`src/core/gpp_map.vh`:
```
// register map and field layout of the gpio pin port
`ifndef GPP_MAP_VH
`define GPP_MAP_VH
`define GPP_DIR 8'h00
`define GPP_DIR_SET 8'h01
`define GPP_DIR_CLR 8'h02
`define GPP_DIR_TGL 8'h03
`define GPP_OUT 8'h04
`define GPP_OUT_SET 8'h05
`define GPP_OUT_CLR 8'h06
`define GPP_OUT_TGL 8'h07
`define GPP_IN 8'h08
`define GPP_FLAGS 8'h09
`define GPP_CFG_BASE 8'h10
`define GPP_MIR_BASE 8'h20
`define GPP_WAKE_CTL 8'h30
`define GPP_CFG_INV 7
`define GPP_CFG_PULL 3
`define GPP_CFG_SENSE_HI 2
`define GPP_CFG_SENSE_LO 0
`define GPP_CFG_RESET 8'h00
`define GPP_REG_RESET 8'h00
`define GPP_SENSE_INTDIS 3'h0
`define GPP_SENSE_ANY 3'h1
`define GPP_SENSE_RISE 3'h2
`define GPP_SENSE_FALL 3'h3
`define GPP_SENSE_INDIS 3'h4
`define GPP_SENSE_LOW 3'h5
`define GPP_DEAD_CYCLES 2'h3
`endif

```
`src/core/gpp_port.v`:
```
// gpio pin port: direction, drive level, sensing and register access
// Operation
// - after reset all pads are inputs with input buffers enabled
// - one direction and one drive bit per pin; direction one drives
// - direction set strobe sets only the written one bits
// - direction clear strobe clears only the written one bits
// - direction toggle strobe inverts only the written one bits
// - drive set strobe sets the matching drive bits to one
// - drive clear strobe forces the matching drive bits to zero
// - writing ones to drive toggle or input value inverts drive bits
// - input value is synchronised; synchroniser stops when input disabled
// - pin level is readable whether pin is input or output
// - pin n configuration byte sits at offset 0x10 plus n
// - inversion bit inverts both driven and sensed value
// - changing inversion makes an edge seen by sense logic
// - pull-up is on while the pull-up bit is one
// - sense field picks both, rising, falling, low level or disabled
// - inversion change with sense change may lose the edge
// - pending interrupt may fire when input is re-enabled
// - sense change during synchronisation may discard the interrupt
// - async pins wake on any sense; others on both edges or level while clock stopped, else any sense
// - mirrored view of dir, out, in and flags behaves the same
// - debug mode does not alter port behaviour
// - interrupt stays asserted while flag set and sense enabled
// - non-async pins accept no new interrupt within three cycles
// - event output follows pin while input enabled, else zero
// - reading direction set location returns the direction register
//
// Decided for this implementation: the plain strobed port.
`timescale 1ns/1ns
`default_nettype none
`include "gpp_map.vh"

module gpp_port #(
	parameter NPIN = 8,
	parameter [7:0] ASYNC_PINS = 8'h04
) (
	// clock and reset
	input wire i_clk,
	input wire i_rst,
	// register port
	input wire [7:0] i_addr,
	input wire [7:0] i_wdata,
	input wire i_wr,
	input wire i_rd,
	output reg [7:0] o_rdata,
	// system state
	input wire i_sleep_clk_stopped,
	// pads
	input wire [NPIN-1:0] i_pad,
	output wire [NPIN-1:0] o_pad,
	output wire [NPIN-1:0] o_pad_oe_n,
	output wire [NPIN-1:0] o_pullup,
	output wire [NPIN-1:0] o_inbuf_en,
	// events, interrupt and wake
	output wire [NPIN-1:0] o_event,
	output wire o_irq,
	output wire o_wake
);

	// ************************************************************
	// register state
	// ************************************************************
	reg [NPIN-1:0] dir_q;
	reg [NPIN-1:0] out_q;
	reg [NPIN-1:0] flag_q;
	reg [7:0] cfg_q [0:NPIN-1];
	reg [NPIN-1:0] sync1_q;
	reg [NPIN-1:0] sync2_q;
	reg [NPIN-1:0] prev_q;
	reg [NPIN-1:0] pend_q;
	wire [NPIN-1:0] in_val;
	wire [NPIN-1:0] hit;
	wire [NPIN-1:0] inv;
	wire [NPIN-1:0] in_en;
	wire [NPIN-1:0] sense_en;
	wire [NPIN-1:0] wake_pin;
	wire [NPIN-1:0] set_hit;
	wire [NPIN-1:0] dead;

	// decode of writes; the mirrored view aliases the same registers
	wire [7:0] reg_off = (i_addr >= `GPP_MIR_BASE &&
		i_addr < `GPP_MIR_BASE + 8'h04) ?
		(i_addr - `GPP_MIR_BASE) : i_addr;
	wire [7:0] mir_map = (reg_off == 8'h01 && i_addr >= `GPP_MIR_BASE) ?
		`GPP_OUT : (reg_off == 8'h02 && i_addr >= `GPP_MIR_BASE) ?
		`GPP_IN : (reg_off == 8'h03 && i_addr >= `GPP_MIR_BASE) ?
		`GPP_FLAGS : reg_off;
	wire w_dir = i_wr && mir_map == `GPP_DIR;
	wire w_out = i_wr && mir_map == `GPP_OUT;
	wire w_in = i_wr && mir_map == `GPP_IN;
	wire w_flags = i_wr && mir_map == `GPP_FLAGS;

	// ************************************************************
	// direction and drive level
	// ************************************************************
	always @(posedge i_clk) begin
		if (i_rst) begin
			dir_q <= `GPP_REG_RESET;
			out_q <= `GPP_REG_RESET;
		end else if (i_wr) begin
			if (w_dir)
				dir_q <= i_wdata[NPIN-1:0];
			if (i_addr == `GPP_DIR_SET)
				dir_q <= dir_q | i_wdata[NPIN-1:0];
			if (i_addr == `GPP_DIR_CLR)
				dir_q <= dir_q & ~i_wdata[NPIN-1:0];
			if (i_addr == `GPP_DIR_TGL)
				dir_q <= dir_q ^ i_wdata[NPIN-1:0];
			if (w_out)
				out_q <= i_wdata[NPIN-1:0];
			if (i_addr == `GPP_OUT_SET)
				out_q <= out_q | i_wdata[NPIN-1:0];
			if (i_addr == `GPP_OUT_CLR)
				out_q <= out_q & ~i_wdata[NPIN-1:0];
			if (i_addr == `GPP_OUT_TGL || w_in)
				out_q <= out_q ^ i_wdata[NPIN-1:0];
		end
	end

	// ************************************************************
	// per pin configuration, sensing and flags
	// ************************************************************
	genvar n;
	generate
		for (n = 0; n < NPIN; n = n + 1) begin : g_pin
			wire [2:0] sense = cfg_q[n][`GPP_CFG_SENSE_HI:`GPP_CFG_SENSE_LO];
			wire w_cfg = i_wr && i_addr == `GPP_CFG_BASE + n;
			reg [1:0] dead_q;
			assign inv[n] = cfg_q[n][`GPP_CFG_INV];
			assign in_en[n] = sense != `GPP_SENSE_INDIS;
			assign sense_en[n] = sense != `GPP_SENSE_INTDIS && in_en[n];
			// pull-up enable straight from the configuration byte
			assign o_pullup[n] = cfg_q[n][`GPP_CFG_PULL];
			// configuration byte; a sense change drops a pending edge
			always @(posedge i_clk) begin
				if (i_rst)
					cfg_q[n] <= `GPP_CFG_RESET;
				else if (w_cfg)
					cfg_q[n] <= i_wdata;
			end
			// synchroniser held while input disabled, keeps state
			always @(posedge i_clk) begin
				if (i_rst) begin
					sync1_q[n] <= 1'b0;
					sync2_q[n] <= 1'b0;
				end else if (in_en[n]) begin
					sync1_q[n] <= i_pad[n];
					sync2_q[n] <= sync1_q[n];
				end
			end
			// sensed value includes inversion so its change is an edge
			assign in_val[n] = sync2_q[n] ^ inv[n];
			// edge detection; prev held while disabled keeps pending edge
			assign hit[n] = !(w_cfg && (i_wdata[`GPP_CFG_SENSE_HI:0] != sense))
				&& sense_en[n] && (
				(sense == `GPP_SENSE_ANY && in_val[n] != prev_q[n]) ||
				(sense == `GPP_SENSE_RISE && in_val[n] && !prev_q[n]) ||
				(sense == `GPP_SENSE_FALL && !in_val[n] && prev_q[n]) ||
				(sense == `GPP_SENSE_LOW && !in_val[n]));
			assign dead[n] = !ASYNC_PINS[n] && dead_q != 2'h0;
			assign set_hit[n] = hit[n] && !dead[n];
			// dead-time counter after an accepted interrupt
			always @(posedge i_clk) begin
				if (i_rst)
					dead_q <= 2'h0;
				else if (set_hit[n])
					dead_q <= `GPP_DEAD_CYCLES;
				else if (dead_q != 2'h0)
					dead_q <= dead_q - 2'h1;
			end
			// previous value and pending mark
			always @(posedge i_clk) begin
				if (i_rst) begin
					prev_q[n] <= 1'b0;
					pend_q[n] <= 1'b0;
				end else if (in_en[n]) begin
					prev_q[n] <= in_val[n];
					pend_q[n] <= hit[n];
				end
			end
			// flag: set wins over clear by writing one
			always @(posedge i_clk) begin
				if (i_rst)
					flag_q[n] <= 1'b0;
				else if (set_hit[n])
					flag_q[n] <= 1'b1;
				else if (w_flags && i_wdata[n])
					flag_q[n] <= 1'b0;
			end
			// wake: async pins any sense; others edges-both or level while clock stopped, else any sense
			assign wake_pin[n] = sense_en[n] && (ASYNC_PINS[n] ||
				!i_sleep_clk_stopped || sense == `GPP_SENSE_ANY ||
				sense == `GPP_SENSE_LOW) && (hit[n] || pend_q[n]);
		end
	endgenerate

	// ************************************************************
	// pad drive and outputs
	// ************************************************************
	// drive level inverted by inversion bit; oe low while driving
	assign o_pad = out_q ^ inv;
	assign o_pad_oe_n = ~dir_q;
	assign o_inbuf_en = in_en;
	assign o_event = in_val & in_en;
	assign o_irq = |(flag_q & sense_en);
	assign o_wake = |wake_pin;

	// ************************************************************
	// read data, one cycle after the strobe; no debug dependence
	// ************************************************************
	always @(posedge i_clk) begin
		if (i_rst)
			o_rdata <= 8'h00;
		else if (i_rd) begin
			o_rdata <= 8'h00;
			case (mir_map)
			`GPP_DIR, `GPP_DIR_SET, `GPP_DIR_CLR, `GPP_DIR_TGL:
				o_rdata[NPIN-1:0] <= dir_q;
			`GPP_OUT, `GPP_OUT_SET, `GPP_OUT_CLR, `GPP_OUT_TGL:
				o_rdata[NPIN-1:0] <= out_q;
			`GPP_IN:
				o_rdata[NPIN-1:0] <= in_val;
			`GPP_FLAGS:
				o_rdata[NPIN-1:0] <= flag_q;
			default: begin
				if (i_addr >= `GPP_CFG_BASE && i_addr < `GPP_CFG_BASE + NPIN)
					o_rdata <= cfg_q[i_addr[2:0]];
			end
			endcase
		end
	end

endmodule // gpp_port
`default_nettype wire

```
`config.mk`:
```
export PLATFORM = sky130hd
export DESIGN_NAME = gpp_port
export DESIGN_NICKNAME = d
export VERILOG_FILES = /design/src/core/gpp_port.v
export VERILOG_INCLUDE_DIRS = /design/src /design/src/core
export SDC_FILE = /design/constraint.sdc
export NUM_CORES = 1
export LEC_CHECK = 0
export BUFFER_PORTS_ARGS = -buffer_cell sky130_fd_sc_hd__buf_4
export CELL_PAD_IN_SITES_DETAIL_PLACEMENT = 0
export CELL_PAD_IN_SITES_GLOBAL_PLACEMENT = 2
export CORE_ASPECT_RATIO = 1.25
export CORE_MARGIN = 3
export CORE_UTILIZATION = 41
export DETAILED_ROUTE_END_ITERATION = 6
export PLACE_DENSITY = 0.84
export SLEW_MARGIN = 40
export SYNTH_ARGS = -nofsm -noshare
export SYNTH_HDL_FRONTEND = slang
export SYNTH_SLANG_ARGS = --single-unit
```
`constraint.sdc`:
```
create_clock -name i_clk -period 5.5 [get_ports i_clk]
set_clock_uncertainty 0.1 [all_clocks]
set_input_delay 0.275 -clock i_clk [delete_from_list [all_inputs] [get_ports i_clk]]
set_output_delay 0.275 -clock i_clk [all_outputs]
set_load 0.005 [all_outputs]
```
==> impl_metrics.toml <==
[run_status]
status = "completed"

[clocking]
htreeDepth = 4
cts_tree = "yes"
cts.sink_count = 142
clkLatencyLatePin_ps = 430
cts_buffer_depth = 2
ctsResizeCount = 0
numCtsBuffers = 17
clk_pin_slew_ps = 60
clockRootBuffer = "clkbuf_16"

[power_and_ir_drop]
ir_drop_v = 0.000235
finalPower_mw = 3.05
p_per_area_nw_per_um2 = 298
power_leakage_nw = 3.96

[timing]
slew_headroom_pct = 45.3
hold_viol_final = 0
timing.hold.ws_ps = 96.3
tightest_slew_ps = 818
fin_tns_setup_ps = 0
rsz0062_at_grt = "false"
maxSlewViolCount = 0
fmax_mhz = 266
post-route-period-util_pct = 68.4
fin_crit_ps = 3760
setup_viol = 0

[detailed_routing]
wl_met2_um = 14000
routedWlPerCell_um = 22.3
via_count = 7500
highest_layer = "met4"
drtIter0Drc = 559
antenna_left = 0
drc = 0
wl_met3_um = 1390
routed_wl_um = 27900
vias_per_cell = 5.98
firstDrtPassIters = 7
drt-met1-wl_um = 11700

[worst_setup_path]
critPathMaxFanout = 22
critPathMaxStageDelay_ps = 730
reg2reg_depth = 4
r2r_slack_ps = 3390
cp_slowest_cell = "or4_1"
cp-startpoint = "i_addr[2]"
crit_path_frequent_cell = "buf_4"
crit_required_ps = 5120
cp-end-kind = "output pin"
cp-start-kind = "primary input"
arrival_ps = 3390
worstReg2RegEnd = "o_rdata[4]$_SDFFE_PP0P_"
worstSetupPathType = "in2out"
regToRegStartpoint = "cfg_q[4][7]$_SDFFCE_PN0P_"
path_cells = "buf_4 -> nor2b_1 -> nand3_1 -> or4_1 -> a32oi_1 -> nand4_1 -> buf_4"
endpoint = "o_wake"

[die]
start_util_pct = 42.4
fp.dieH_um = 171
pin_count = 79
die_area_um2 = 23600
rows = 59
core_um2 = 21100
die_x_um = 138

[final_layout]
fill_cells = 2068
antenna_cells = 0
stdcell_count = 1255
design_area_um2 = 10200
area_growth_pct = 14.5
regArea_um2 = 3480
multiInputGateArea_um2 = 4850
final_layout_size_suffix_gt1_share_pct = 16.2
num-nets-final = 1037

[flow_run]
maxCapViolCount = 0

[synthesis]
synth_area_leaders = "edfxtp_1, dfxtp_1, ha_1"
postSynth.asyncResetShare_pct = 0
avgSynthCellArea_um2 = 9.43
syn_inst = 949
yosysSeqAreaShare_pct = 38.9
synth_top_area_share_pct = 21.5
ys_types = 68
synthFlopType = "dfxtp_1"
synth_top_area_cell = "edfxtp_1"
synth_fp_nets = 1018
yosysWarnings = 0
syn_area_um2 = 8950
ys_ff_latch = 142
synth_edf_count = 64

[global_routing]
grt_usage_pct = 23.7
antenna_found_initial = 0
grt_pass1_vias = 7282
grt_overflow = 0
grt_max_degree = 89
grt_pass1_wl_um = 43300

[hold_path]
min_from = "i_rd"
min_path_type = "in2reg"

[placement]
portBuffers = 78
place_area_um2 = 9560
dp_hpwl_um = 19700
dp.cells = 1215
routabilityCongestion = 0.874
-- critical path: cells and delay by family --
family,cells,cell delay [ps]
AO/OA/AOI/OAI,1,320
buffers and inverters,2,460
AND/OR/NAND/NOR,4,2320
-- layout by cell type, fill, tap and decap left out, types with 9 or more instances in the layout --
cell type   n
mux2i_1    24
buf_4      85
nand3_1    17
xor2_1     32
nor3_1     50
inv_1      63
nor2b_1    14
mux4_2     15
o21ai_0    40
ha_1       40
nor4_1     26
nor2_1     59
clkbuf_16  17
nand3b_1    9
a21oi_1    33
mux2_2      9
edfxtp_1   64
a211oi_1   32
a311oi_1    9
or4_1      14
xnor2_1    16
dfxtp_1    78
nand2_1    61
-- stage by stage --
stage	worst slack, ps	util (%)
after floorplan	2890	-
final	1740	48.5
after detailed placement	1820	45.3
after CTS	1800	48.5
after global routing	1570	48.5
after global placement	1920	45.1
-- per-layer routing --
layer | GRT usage [%] | vias up
met5 | 0 | -
met4 | 9.50 | 0
met3 | 3.73 | 51
met2 | 41.1 | 260
met1 | 29.6 | 3638
li1 | - | 3551
-- synthesized netlist by cell type (all sizes together), types with 6 or more instances --
master,number
mux4,16
or3,8
o22a,6
nand2,61
mux2,9
a211oi,32
nor3,52
buf,33
nand4,7
nor4,28
o2111ai,7
ha,40
nand3,17
a41oi,7
xnor2,16
a311oi,9
inv,63
and3b,8
edfxtp,64
and4,7
a21o,6
dfxtp,78
xor2,32
and2,8
a21oi,33
o21ai,43
a222oi,8
nor2,59
o41ai,8
clkbuf,61
or4,14
nand3b,9
o211a,7
a22oi,7
o31ai,7
mux2i,24
nor2b,14
-- where the power goes --
group          switching (mW)  internal (mW)
sequential             0.0797           1.20
clock                   0.476          0.712
combinational           0.334          0.251
total                   0.889           2.16
-- registers in the layout, summed over array words and instances, names as in the netlist --
name and cells:
dir_q 8, pend_q 8, g_pin.dead_q 14, flag_q 8, out_q 8, sync2_q 8, o_rdata 8, prev_q 8
sync1_q 8, cfg_q 64
-- kinds of logic after synthesis --
logic type | Yosys count | synth area share, %
buf+inv | 157 | 7.51
compound gates | 204 | 16.8
mux | 49 | 7.89
flops | 142 | 38.9
xor+xnor | 48 | 4.70
fa+ha+maj | 40 | 5.59
simple gates | 309 | 18.6
-- worst min-delay path by stage --
| stage | end | slack (ps) | depth (start not counted) |
|---|---|---|---|
| 2_1_floorplan | sync1_q[0]$_SDFFE_PP0P_ | 320 | 2 |
| 3_3_place_gp | g_pin[1].dead_q[0]$_SDFFE_PP0P_ | 360 | 1 |
| 3_5_place_dp | g_pin[1].dead_q[0]$_SDFFE_PP0P_ | 360 | 1 |
| 4_1_cts | o_rdata[4]$_SDFFE_PP0P_ | 80 | 2 |
| 5_1_grt | o_rdata[3]$_SDFFE_PP0P_ | 90 | 2 |
| 6_report | o_rdata[4]$_SDFFE_PP0P_ | 100 | 2 |
-- layout make-up --
cell class                      count  area share (%)
Clock buffer                       18            4.19
Clock inverter                     14            1.65
Inverter                           63            2.31
Multi-Input combinational cell    650            47.4
Sequential cell                   142            34.0
Tap cell                          274            3.35
Timing Repair Buffer               94            7.12
-- repair_timing --
item,in CTS,in global routing
hold buffers,8,0
hold endpoints to repair,8,0
setup buffers,0,0
No activity file was read; power rests on OpenSTA's default activity.
